==> src/include/cad_pkg.sv <==
/*
 * shared types and constants of the addressing mode decoder.
 * assumes a 16-bit byte address space and 8-bit code and data memory.
 */
package cad_pkg;
   localparam int ADDR_W = 16;
   localparam int DATA_W = 8;

   // opcode layout: mode in the upper five bits, operation in the lower three
   localparam int OPC_MODE_MSB = 7;
   localparam int OPC_MODE_LSB = 3;
   localparam int OPC_OP_MSB = 2;

   // seventeen operand addressing modes
   typedef enum logic [4:0] {
      MODE_INH, MODE_IMM, MODE_DIR_S, MODE_DIR_L, MODE_IDX_0, MODE_IDX_S, MODE_IDX_L,
      MODE_IND_S, MODE_IND_L, MODE_IIDX_S, MODE_IIDX_L, MODE_REL_D, MODE_REL_I,
      MODE_BIT_D, MODE_BIT_I, MODE_BTR_D, MODE_BTR_I
   } cad_mode_t;
   localparam logic [4:0] MODE_COUNT = 5'h11;

   // seven mode groups
   typedef enum logic [2:0] {
      GRP_INH, GRP_IMM, GRP_DIR, GRP_IDX, GRP_IND, GRP_REL, GRP_BIT
   } cad_grp_t;

   // inherent operations
   typedef enum logic [2:0] {
      nop_op, wait_for_irq_op, halt_op, set_irq_mask_op,
      clear_irq_mask_op, test_sign_zero_op, push_op, pop_op
   } cad_inh_t;

   // memory operations; from clear_op upward they are read-modify-write
   typedef enum logic [2:0] {
      load_op, compare_op, add_op, logic_op,
      clear_op, incdec_op, shift_op, bit_test_jump_false_op
   } cad_mop_t;

   localparam logic [1:0] NB_0 = 2'h0;
   localparam logic [1:0] NB_1 = 2'h1;
   localparam logic [1:0] NB_2 = 2'h2;
   localparam logic [2:0] LEN_OPC = 3'h1;
   localparam logic [1:0] IRQ_MASK_SET = 2'h3;
   localparam logic [1:0] IRQ_MASK_CLR = 2'h0;
   localparam logic [7:0] STACK_PAGE = 8'h01;
   localparam logic [7:0] SP_RESET = 8'hff;
   localparam logic [7:0] PAGE_ZERO_HI = 8'h00;
   localparam logic [7:0] BYTE_ZERO = 8'h00;
   localparam logic [7:0] BYTE_ONE = 8'h01;
   localparam logic [15:0] PC_RESET = 16'h0000;
   localparam logic [15:0] ADDR_STEP = 16'h0001;

   typedef struct packed {
      cad_grp_t grp;
      logic [1:0] n_args;
      logic [1:0] n_ptr;
      logic is_long;
   } cad_info_t;

   typedef struct packed {
      cad_mode_t mode;
      logic [2:0] op;
      logic [15:0] ea;
      logic [7:0] operand;
      logic [2:0] len;
   } cad_dec_t;

   typedef enum logic [2:0] {
      ST_OP, ST_ARG, ST_PTR, ST_STACK, ST_WAIT, ST_HALT
   } cad_state_t;

   typedef struct packed {
      cad_state_t st;
      logic [15:0] pc;
      cad_mode_t mode;
      logic [2:0] op;
      cad_info_t info;
      logic [1:0] cnt;
      logic [15:0] arg;
      logic [15:0] ptr_adr;
      logic [15:0] ptr_val;
      logic [7:0] sp;
      logic [1:0] mask;
      logic flag_n;
      logic flag_z;
      logic wait_st;
      logic osc_stop;
      logic is_pop;
      logic [15:0] mem_addr;
      logic mem_rd;
      logic mem_wr;
      logic [7:0] wdata;
      logic [7:0] pop_data;
      cad_dec_t dec;
      logic dec_valid;
      logic illegal;
   } cad_st_t;
endpackage : cad_pkg

==> src/design/cad_mode_info.sv <==
/*
 * per-mode table: group, code bytes after the opcode, pointer bytes, long flag.
 * assumes the mode comes straight from an opcode; unknown codes give inherent.
 */
`timescale 1ns/1ps
`default_nettype none
module cad_mode_info
   import cad_pkg::*;
(
   // mode in
   input wire logic [4:0] i_mode,
   // table row out
   output cad_info_t o_info
);
   always_comb begin
      case (cad_mode_t'(i_mode))
         MODE_IMM: o_info = '{GRP_IMM, NB_1, NB_0, 1'b0};
         MODE_DIR_S: o_info = '{GRP_DIR, NB_1, NB_0, 1'b0};
         MODE_DIR_L: o_info = '{GRP_DIR, NB_2, NB_0, 1'b1};
         MODE_IDX_0: o_info = '{GRP_IDX, NB_0, NB_0, 1'b0};
         MODE_IDX_S: o_info = '{GRP_IDX, NB_1, NB_0, 1'b0};
         MODE_IDX_L: o_info = '{GRP_IDX, NB_2, NB_0, 1'b1};
         MODE_IND_S: o_info = '{GRP_IND, NB_1, NB_1, 1'b0};
         MODE_IND_L: o_info = '{GRP_IND, NB_1, NB_2, 1'b1};
         MODE_IIDX_S: o_info = '{GRP_IND, NB_1, NB_1, 1'b0};
         MODE_IIDX_L: o_info = '{GRP_IND, NB_1, NB_2, 1'b1};
         MODE_REL_D: o_info = '{GRP_REL, NB_1, NB_0, 1'b0};
         MODE_REL_I: o_info = '{GRP_REL, NB_1, NB_1, 1'b0};
         MODE_BIT_D: o_info = '{GRP_BIT, NB_1, NB_0, 1'b0};
         MODE_BIT_I: o_info = '{GRP_BIT, NB_1, NB_1, 1'b0};
         MODE_BTR_D: o_info = '{GRP_BIT, NB_2, NB_0, 1'b0};
         MODE_BTR_I: o_info = '{GRP_BIT, NB_2, NB_1, 1'b0};
         default: o_info = '{GRP_INH, NB_0, NB_0, 1'b0};
      endcase
   end
endmodule : cad_mode_info
`default_nettype wire

==> src/design/cad_decoder.sv <==
/*
 * addressing mode decoder: fetches opcode, operand and pointer bytes, forms
 * the effective address, and carries out the inherent control operations.
 * assumes a same-clock memory that answers a held request with i_mem_valid.
 */
`timescale 1ns/1ps
`default_nettype none
module cad_decoder
   import cad_pkg::*;
(
   // clock and reset
   input wire logic i_sys_clk,
   input wire logic i_rst,
   // memory bus
   output logic [15:0] o_mem_addr,
   output logic o_mem_rd,
   output logic o_mem_wr,
   output logic [7:0] o_mem_wdata,
   input wire logic [7:0] i_mem_data,
   input wire logic i_mem_valid,
   // datapath inputs
   input wire logic [7:0] i_acc,
   input wire logic [7:0] i_index,
   input wire logic i_irq,
   // decoded instruction
   output cad_dec_t o_dec,
   output logic o_dec_valid,
   output logic o_illegal,
   // cpu control state
   output logic [1:0] o_irq_mask,
   output logic o_flag_n,
   output logic o_flag_z,
   output logic [7:0] o_sp,
   output logic [7:0] o_pop_data,
   output logic o_wait_st,
   output logic o_osc_stop
);
   cad_st_t q;
   cad_st_t s;
   cad_info_t info_in;
   logic [4:0] mode_in;
   logic take;

   assign mode_in = i_mem_data[OPC_MODE_MSB:OPC_MODE_LSB];
   assign take = q.st == ST_OP && i_mem_valid;

   cad_mode_info u_info (
      .i_mode(mode_in),
      .o_info(info_in)
   );

   function automatic logic [15:0] calc_ea(cad_mode_t m, logic [15:0] b, logic [7:0] x, logic [15:0] pc);
      logic [15:0] zx;
      logic [15:0] rel;
      zx = {PAGE_ZERO_HI, x};
      rel = {{8{b[7]}}, b[7:0]};
      case (m)
         MODE_IMM: calc_ea = '0;
         MODE_IDX_0: calc_ea = zx;
         MODE_IDX_S, MODE_IIDX_S: calc_ea = {PAGE_ZERO_HI, b[7:0]} + zx;
         MODE_IDX_L, MODE_IIDX_L: calc_ea = b + zx;
         MODE_DIR_L, MODE_IND_L: calc_ea = b;
         MODE_REL_D, MODE_REL_I: calc_ea = pc + rel;
         default: calc_ea = {PAGE_ZERO_HI, b[7:0]};
      endcase
   endfunction : calc_ea

   function automatic cad_st_t finish(cad_st_t c, logic [15:0] b, logic [7:0] x);
      finish = c;
      finish.st = ST_OP;
      finish.cnt = NB_0;
      finish.dec_valid = 1'b1;
      finish.dec.mode = c.mode;
      finish.dec.op = c.op;
      finish.dec.ea = calc_ea(c.mode, b, x, c.pc);
      finish.dec.operand = c.arg[7:0];
      finish.dec.len = {1'b0, c.info.n_args} + LEN_OPC;
   endfunction : finish

   always_comb begin
      s = q;
      s.dec_valid = 1'b0;
      s.illegal = 1'b0;
      case (q.st)
         ST_OP: begin
            if (i_mem_valid) begin
               s.pc = q.pc + ADDR_STEP;
               s.mode = cad_mode_t'(mode_in);
               s.op = i_mem_data[OPC_OP_MSB:0];
               s.info = info_in;
               s.cnt = NB_0;
               s.arg = '0;
               s.ptr_val = '0;
               if (mode_in >= MODE_COUNT) begin
                  s.illegal = 1'b1;
               end else if (info_in.is_long && s.op >= clear_op) begin
                  s.illegal = 1'b1;
               end else if (s.mode == MODE_INH) begin
                  s.dec = '{MODE_INH, s.op, '0, BYTE_ZERO, LEN_OPC};
                  s.dec_valid = 1'b1;
                  case (cad_inh_t'(s.op))
                     wait_for_irq_op: begin
                        s.wait_st = 1'b1;
                        s.st = ST_WAIT;
                     end
                     halt_op: begin
                        s.osc_stop = 1'b1;
                        s.st = ST_HALT;
                     end
                     set_irq_mask_op: s.mask = IRQ_MASK_SET;
                     clear_irq_mask_op: s.mask = IRQ_MASK_CLR;
                     test_sign_zero_op: begin
                        s.flag_n = i_acc[DATA_W-1];
                        s.flag_z = i_acc == BYTE_ZERO;
                     end
                     push_op: begin
                        s.wdata = i_acc;
                        s.is_pop = 1'b0;
                        s.st = ST_STACK;
                     end
                     pop_op: begin
                        s.sp = q.sp + BYTE_ONE;
                        s.is_pop = 1'b1;
                        s.st = ST_STACK;
                     end
                     default: s.st = ST_OP;
                  endcase
               end else if (info_in.n_args == NB_0) begin
                  s = finish(s, '0, i_index);
               end else begin
                  s.st = ST_ARG;
               end
            end
         end
         ST_ARG: begin
            if (i_mem_valid) begin
               s.arg = {q.arg[7:0], i_mem_data};
               s.pc = q.pc + ADDR_STEP;
               s.cnt = q.cnt + NB_1;
               if (s.cnt == q.info.n_args) begin
                  if (q.info.n_ptr != NB_0) begin
                     s.cnt = NB_0;
                     s.st = ST_PTR;
                     s.ptr_adr = {PAGE_ZERO_HI, (q.info.n_args == NB_2) ? s.arg[15:8] : s.arg[7:0]};
                  end else if (q.mode == MODE_BTR_D) begin
                     s = finish(s, {PAGE_ZERO_HI, s.arg[15:8]}, i_index);
                  end else begin
                     s = finish(s, s.arg, i_index);
                  end
               end
            end
         end
         ST_PTR: begin
            if (i_mem_valid) begin
               s.ptr_val = {q.ptr_val[7:0], i_mem_data};
               s.ptr_adr = q.ptr_adr + ADDR_STEP;
               s.cnt = q.cnt + NB_1;
               if (s.cnt == q.info.n_ptr) begin
                  s = finish(s, s.ptr_val, i_index);
               end
            end
         end
         ST_STACK: begin
            if (i_mem_valid) begin
               if (q.is_pop) begin
                  s.pop_data = i_mem_data;
               end else begin
                  s.sp = q.sp - BYTE_ONE;
               end
               s.st = ST_OP;
            end
         end
         ST_WAIT: begin
            if (i_irq) begin
               s.wait_st = 1'b0;
               s.st = ST_OP;
            end
         end
         ST_HALT: begin
            if (i_irq) begin
               s.osc_stop = 1'b0;
               s.st = ST_OP;
            end
         end
         default: s.st = ST_OP;
      endcase
      // bus request follows the next state
      s.mem_rd = s.st == ST_OP || s.st == ST_ARG || s.st == ST_PTR || (s.st == ST_STACK && s.is_pop);
      s.mem_wr = s.st == ST_STACK && !s.is_pop;
      if (s.st == ST_PTR) begin
         s.mem_addr = s.ptr_adr;
      end else if (s.st == ST_STACK) begin
         s.mem_addr = {STACK_PAGE, s.sp};
      end else begin
         s.mem_addr = s.pc;
      end
   end

   always_ff @(posedge i_sys_clk) begin
      if (i_rst) begin
         q <= '0;
         q.pc <= PC_RESET;
         q.sp <= SP_RESET;
         q.mask <= IRQ_MASK_SET;
      end else begin
         q <= s;
      end
   end

   assign o_mem_addr = q.mem_addr;
   assign o_mem_rd = q.mem_rd;
   assign o_mem_wr = q.mem_wr;
   assign o_mem_wdata = q.wdata;
   assign o_dec = q.dec;
   assign o_dec_valid = q.dec_valid;
   assign o_illegal = q.illegal;
   assign o_irq_mask = q.mask;
   assign o_flag_n = q.flag_n;
   assign o_flag_z = q.flag_z;
   assign o_sp = q.sp;
   assign o_pop_data = q.pop_data;
   assign o_wait_st = q.wait_st;
   assign o_osc_stop = q.osc_stop;
endmodule : cad_decoder
`default_nettype wire

==> config.mk <==
export PLATFORM = sky130hd
export DESIGN_NAME = cad_decoder
export DESIGN_NICKNAME = d
export VERILOG_FILES = /design/src/include/cad_pkg.sv /design/src/design/cad_mode_info.sv /design/src/design/cad_decoder.sv
export SDC_FILE = /design/constraint.sdc
export NUM_CORES = 1
export LEC_CHECK = 0
export BUFFER_PORTS_ARGS = -buffer_cell sky130_fd_sc_hd__buf_2
export CAP_MARGIN = 20
export CORE_ASPECT_RATIO = 2
export CORE_MARGIN = 8
export CORE_UTILIZATION = 35
export DETAILED_ROUTE_END_ITERATION = 8
export PLACE_DENSITY_LB_ADDON = 0.2
export SYNTH_ARGS = -nofsm -noshare
export SYNTH_HDL_FRONTEND = slang
export SYNTH_SLANG_ARGS = --single-unit
==> constraint.sdc <==
create_clock -name i_sys_clk -period 4.5 [get_ports i_sys_clk]
set_input_delay 0.225 -clock i_sys_clk [delete_from_list [all_inputs] [get_ports i_sys_clk]]
set_output_delay 0.225 -clock i_sys_clk [all_outputs]
set_load 0.005 [all_outputs]
# --- Word level (Yosys, flattened, before mapping) ---
# Memories as Yosys holds them, arrays and structs flattened.
# Index checks and enable logic that the tools add are counted.
totals:
  out_inout_bits: 85
  mem_count: 1
  inputBits: 28
  wordCells: 193
  regBits: 151
  mem_bits_ro: 256
classes:
  muxes: 52
  order_cmp: 2
  addsub: 14
  bitwise: 5
  eq_ne: 50
  n_reduce_logical: 40
mem_list:
  columns: ["name", "depth", "width", "read_ports", "rd_clocked_by_memory_dff", "wr", "line", "rtl"]
  rows:
  - ["(no name shown)", 32, 8, 1, 0, 0, "cad_mode_info.sv:16", "case (cad_mode_t'(i_mode))"]
ops:
  columns: ["cell", "count"]
  rows:
  - ["$mux W171", 5]
  - ["$mux W170", 2]
  - ["$pmux W82 S3", 1]
  - ["$pmux W16 S6", 2]
  - ["$pmux W37 S3", 1]
  - ["$pmux W27 S3", 1]
  - ["$mux W37", 2]
  - ["$mux W8", 9]
  - ["$pmux W16 S4", 1]
  - ["$pmux W8 S4", 2]
  - ["$eq A5 B4 Y1 const B", 10]
  - ["$add A16 B16 Y16", 3]
  - ["$mux W16", 3]
  - ["$mux W36", 1]
  - ["$add A16 B1 Y16 const B", 2]
  - ["$add A16 B8 Y16", 2]
  - ["$pmux W16 S2", 1]
  - ["$eq A5 B3 Y1 const B", 6]
  - ["$mux W29", 1]
  - ["$reduce_and A8 Y1", 3]
  - ["$ne A2 B2 Y1 const B", 10]
  - ["$add A8 B8 Y9", 2]
  - ["$eq A3 B2 Y1 const B", 6]
  - ["$eq A3 B3 Y1 const B", 6]
  - ["41 further kinds", 81]

# --- Depth between registers and ports, before layout ---
logic_depth:
  word_depth: 13
  ltp_mapped: 15
  mapped_depth_nobuf: 13

# --- Hierarchy ---
# A second synthesis with hierarchy kept.
unflattened:
  hier_cells: 1414
  area_unflattened_um2: 10996.8
modules_own_cells:
  columns: ["module", "area_each_um2", "cells_per_inst", "instances", "seq_area_each_um2"]
  rows:
  - ["cad_decoder", 10694.0, 1378, 1, 3002.9]
  - ["cad_mode_info", 302.8, 36, 1, 0.0]

# --- Worst setup path before layout ---
# Ideal clock, no wire load.
synth_timing:
  kind: "register to register"
  from: "reg q[153] in the netlist's numbering"
  to: "reg q, in the netlist o_dec[22]"
  n_path_buf: 1
  slack_ns: 1.414
  t_required_ns: 4.378
  path_stages_with_launch: 14
  period_less_slack_ns: 3.086
  setup_ns: 0.122
  arrival_ns: 2.964
  cell_sequence: "dfxtp_1 -> ha_1 -> nand3_1 -> nor3_1 -> and3_1 -> clkbuf_1 -> xor2_1 -> ha_1 -> and4_1 -> nand3_1 -> and3_1 -> xnor2_1 -> o2111ai_1 -> a221o_1"
synth_between:
  elab_chain_len: 8
  elab_cells_between_ends: 20
  cone_classes: "add/sub (4); mux (16)"
synth_rtl:
  columns: ["item", "line", "rtl"]
  rows:
  - ["start, declared", "cad_decoder.sv:38", "cad_st_t q;"]
  - ["start signal, assigned", "cad_decoder.sv:206", "q <= s;"]
  - ["$add A16 B1 Y16", "cad_decoder.sv:87, cad_decoder.sv:138", null]
  - ["$add A16 B16 Y16 or $pmux W16 S2 (tied branches)", "cad_decoder.sv:63, cad_decoder.sv:57", null]
  - ["$pmux W16 S6, or another cell as far along", "cad_decoder.sv:57", "case (m)"]
  - ["$mux W29 or $mux W36 (tied branches)", "cad_decoder.sv:145, cad_decoder.sv:98", null]
  - ["$mux W37 or $mux W170 (tied branches)", "cad_decoder.sv:141, cad_decoder.sv:96", null]
  - ["$mux W171 or $mux W170 (tied branches)", "cad_decoder.sv:140, cad_decoder.sv:94", null]
  - ["$mux W171, on equally long branches", "cad_decoder.sv:136, cad_decoder.sv:86", null]
  - ["$pmux W37 S3 (*)", "cad_decoder.sv:84", "case (q.st)"]
# Every way passes the cells marked *; elsewhere a longest branch is shown, timed or not. The select of a mux whose other input is x is not followed.
# A chain may end at the register's enable or synchronous reset.

# --- Worst setup path after layout ---
layout_timing:
  from: "reg q[154] in the netlist's numbering"
  to: "reg q, in the netlist o_dec[25]"
# The elaborated chain is that of the path after synthesis.

==> impl_metrics.tcl <==
set metrics [dict create \
    area_growth_pct 8.742 \
    setup_tns_ns 0 \
    finalNetCount 1506 \
    fmax_ghz 0.2757 \
    yosys_warnings 0 \
    clock_skew_ns 0.01022 \
    fp.dieW_um 141.2 \
    finalHoldViolations 0 \
    end_kind "flop" \
    maxSlewHeadroom_pct 38.85 \
    routed_wl_um 38540 \
    place.gp.congestion 0.9227 \
    path_cells "nand3_1 -> nor2_1 -> nand3_1 -> xnor2_1 -> ha_1 -> a2111o_1 -> o21ai_0 -> o221ai_1 -> o41ai_1 -> xnor2_1 -> nand2_1 -> a31oi_1" \
    io_pins 113 \
    dpl.hpwl_um 28560 \
    drt_first_pass_iters 7 \
    totalPowerFinal_w 0.003388 \
    syn-num-nets 1514 \
    numClockSinks 150 \
    clock_latency_ns 0.45 \
    postLayoutSetupSlackWorst_ns 0.8730 \
    antennaDiodeCount 0 \
    num_vias 10746 \
    grt_start_max_net_pins 60 \
    rsz0062_at_grt "false" \
    synth_cell_types 87 \
    avgRoutedWirePerCell_um 20.90 \
    cts_root_buf "clkbuf_16" \
    initial_core_util_pct 35.19 \
    core_mm2 0.03119 \
    first_iter_violations 1041 \
    die_area_mm2 0.03763 \
    antenna_found_initial 0 \
    top_layer "met4" \
    critPathMaxFanout 6 \
    setup_viol 0 \
    post-cts-setup-buffer-count 0 \
    cts_buffers 17 \
    synthCells 1416 \
    ctsHtreeMaxLevel 4 \
    worst_ep_required_time_ns 4.87 \
    leakage_nw 4.720 \
    fp-row-count 92 \
    final_max_slew_viol_count 0 \
    crit_buf_inv 0 \
    seq_area_frac_synth_pct 27.36 \
    arrival_ns 4.00 \
    detail-route-antenna-nets 0 \
    port_buffers 112 \
    wl_met3_um 2603 \
    slowest_delay_ns 0.45 \
    path_delay_family "compound AO/OA/AOI/OAI gates" \
    first_global_vias 10211 \
    met1_length_um 15740 \
    fin_crit_sh_pct 80.60 \
    synth-edff-count 0 \
    layout-drive-gt1-share_pct 14.85 \
    placed_cells 1812 \
    cts_tree "built" \
    status "complete, no violations" \
    die_height_um 266.5 \
    clock_path_buffers 2 \
    synth_seq_cells 150 \
    finalCriticalPeriod_ns 3.627 \
    route.met2.wl_um 18850 \
    cts_hold_buffers 0 \
    worstSetupPathType "reg -> reg" \
    synth_async_sr_flop_share_pct 0 \
    hp-class "in -> reg" \
    critPathSlowestCell "dfxtp_1" \
    netlist_area_mm2 0.01098 \
    grt_first_pass_wirelength_um 59150 \
    gr-total-overflow 0 \
    syn_avg_cell_area_um2 7.752 \
    worst-slew-pin-transition_ns 0.9138 \
    drcViolationCount 0 \
    power.density_mw_per_mm2 283.8 \
    cts_resized 0 \
    preCtsSetupSlack_ns 0.9021 \
    grt_use_total_pct 20.11 \
    max_cap_viol_count 0 \
    viasPerCell 5.828 \
    synth_ff_type "dfxtp_1" \
    ir_worst_vdd_v 0.0002898 \
    clkTransAtPathRegs_ns 0.06 \
    final_cells 1844 \
    cp-start-kind "flop" \
]
-- worst paths after layout --
| path | from | end | slack, ns | cells after the start |
|---|---|---|---|---|
| min reg2reg | o_mem_wdata[3] | o_mem_wdata[3] | 0.45 | 2 |
| max reg2reg | q[154] | o_dec[25] | 0.87 | 12 |
| max | q[154] | o_dec[25] | 0.87 | 12 |
| min | i_acc[4] | o_mem_wdata[4] | 0.04 | 3 |
-- final cells by class --
class / instances / area, um^2
clock buffer: 18 / 439.2
clock inverter: 14 / 163.9
fill: 3265 / 19260
inverter: 28 / 105.1
multi-input combinational: 1073 / 6938
sequential: 150 / 3003
tap: 423 / 529.3
timing repair buffer: 138 / 758.2
-- cells by family (layout without fill, tap and decap cells) --
kind of cell | Yosys count | in the layout | share of synthesized area [%]
buffers and inverters | 193 | 198 | 9.484
muxes | 16 | 16 | 1.607
xor gates and xnor gates | 70 | 70 | 5.585
DFF | 150 | 150 | 27.36
AOI/OAI and AO/OA | 416 | 416 | 25.38
and+or+nand+nor | 501 | 501 | 22.40
adders and majority gates | 70 | 70 | 8.184
-- cells in the final DEF, fill, tap and decap left out, drive strengths merged, types with 6 or more instances in the layout --
cell,n
dfxtp,150
nand2,143
buf,138
nor2,132
a21oi,117
o21ai,86
ha,67
nand3,56
xnor2,39
inv,34
nor3,33
xor2,31
a222oi,24
and3,22
a22oi,22
nand2b,21
a211oi,21
a31oi,20
clkbuf,18
o22ai,15
nand4,14
a21o,13
mux2i,13
or2,12
or3,12
and2,12
a22o,11
a221oi,9
nor4,9
o211ai,8
nor2b,8
a41oi,8
nand3b,7
o21a,6
-- cells in the mapped netlist, drive strengths merged (6+ instances only) --
cell / number / area share (%)
a211oi: 21 / 1.5
a21o: 13 / 0.89
a21oi: 117 / 5.3
a221oi: 9 / 0.72
a222oi: 24 / 2.2
a22o: 11 / 0.88
a22oi: 22 / 1.5
a31oi: 20 / 1.3
a41oi: 8 / 0.64
and2: 12 / 0.68
and3: 22 / 1.3
buf: 99 / 6.3
clkbuf: 66 / 2.3
dfxtp: 150 / 27
ha: 67 / 7.6
inv: 28 / 0.96
mux2i: 13 / 1.3
nand2: 143 / 4.9
nand2b: 21 / 1.2
nand3: 56 / 2.6
nand3b: 7 / 0.48
nand4: 14 / 0.85
nor2: 132 / 4.6
nor2b: 8 / 0.46
nor3: 33 / 1.7
nor4: 9 / 0.65
o211ai: 8 / 0.55
o21a: 6 / 0.41
o21ai: 86 / 4.0
o22ai: 15 / 0.91
or2: 12 / 0.68
or3: 12 / 0.68
xnor2: 39 / 3.1
xor2: 31 / 2.5
-- stage by stage --
| stage | hold slack (ns) | utilization (%) | cell area (um^2) |
|---|---|---|---|
| after floorplan | 0.3689 | - | 10980 |
| after global placement | 0.4407 | 36.33 | 11330 |
| after detailed placement | 0.4444 | 36.33 | 11330 |
| after CTS | 0.02418 | 38.26 | 11940 |
| after global routing | 0.03872 | 38.26 | 11940 |
| final | 0.04423 | 38.26 | 11940 |
-- registers in the layout, indices dropped and copies added (netlist names), 8 cells and up --
register and count:
o_dec 35, o_pop_data 8, q 66, o_mem_wdata 8, o_mem_addr 16, o_sp 8
-- power by group --
part	switching, W	total (W)	internal (W)
clock	0.000652	0.00150	0.000847
combinational	0.000338	0.000511	0.000173
sequential	0.0000321	0.00138	0.00135
total	0.00102	0.00339	0.00237
-- layer usage --
layer  GRT usage [%]  vias up
met5               0        -
met4           8.674        0
met3           3.744       71
met2           34.01      473
met1           24.39     5121
li1                -     5081
-- worst min-delay path, stage by stage --
cell,delay [ns]
buf_2,0.11
nand3_1,0.06
a21oi_1,0.06
No activity file was read; power rests on OpenSTA's default activity.
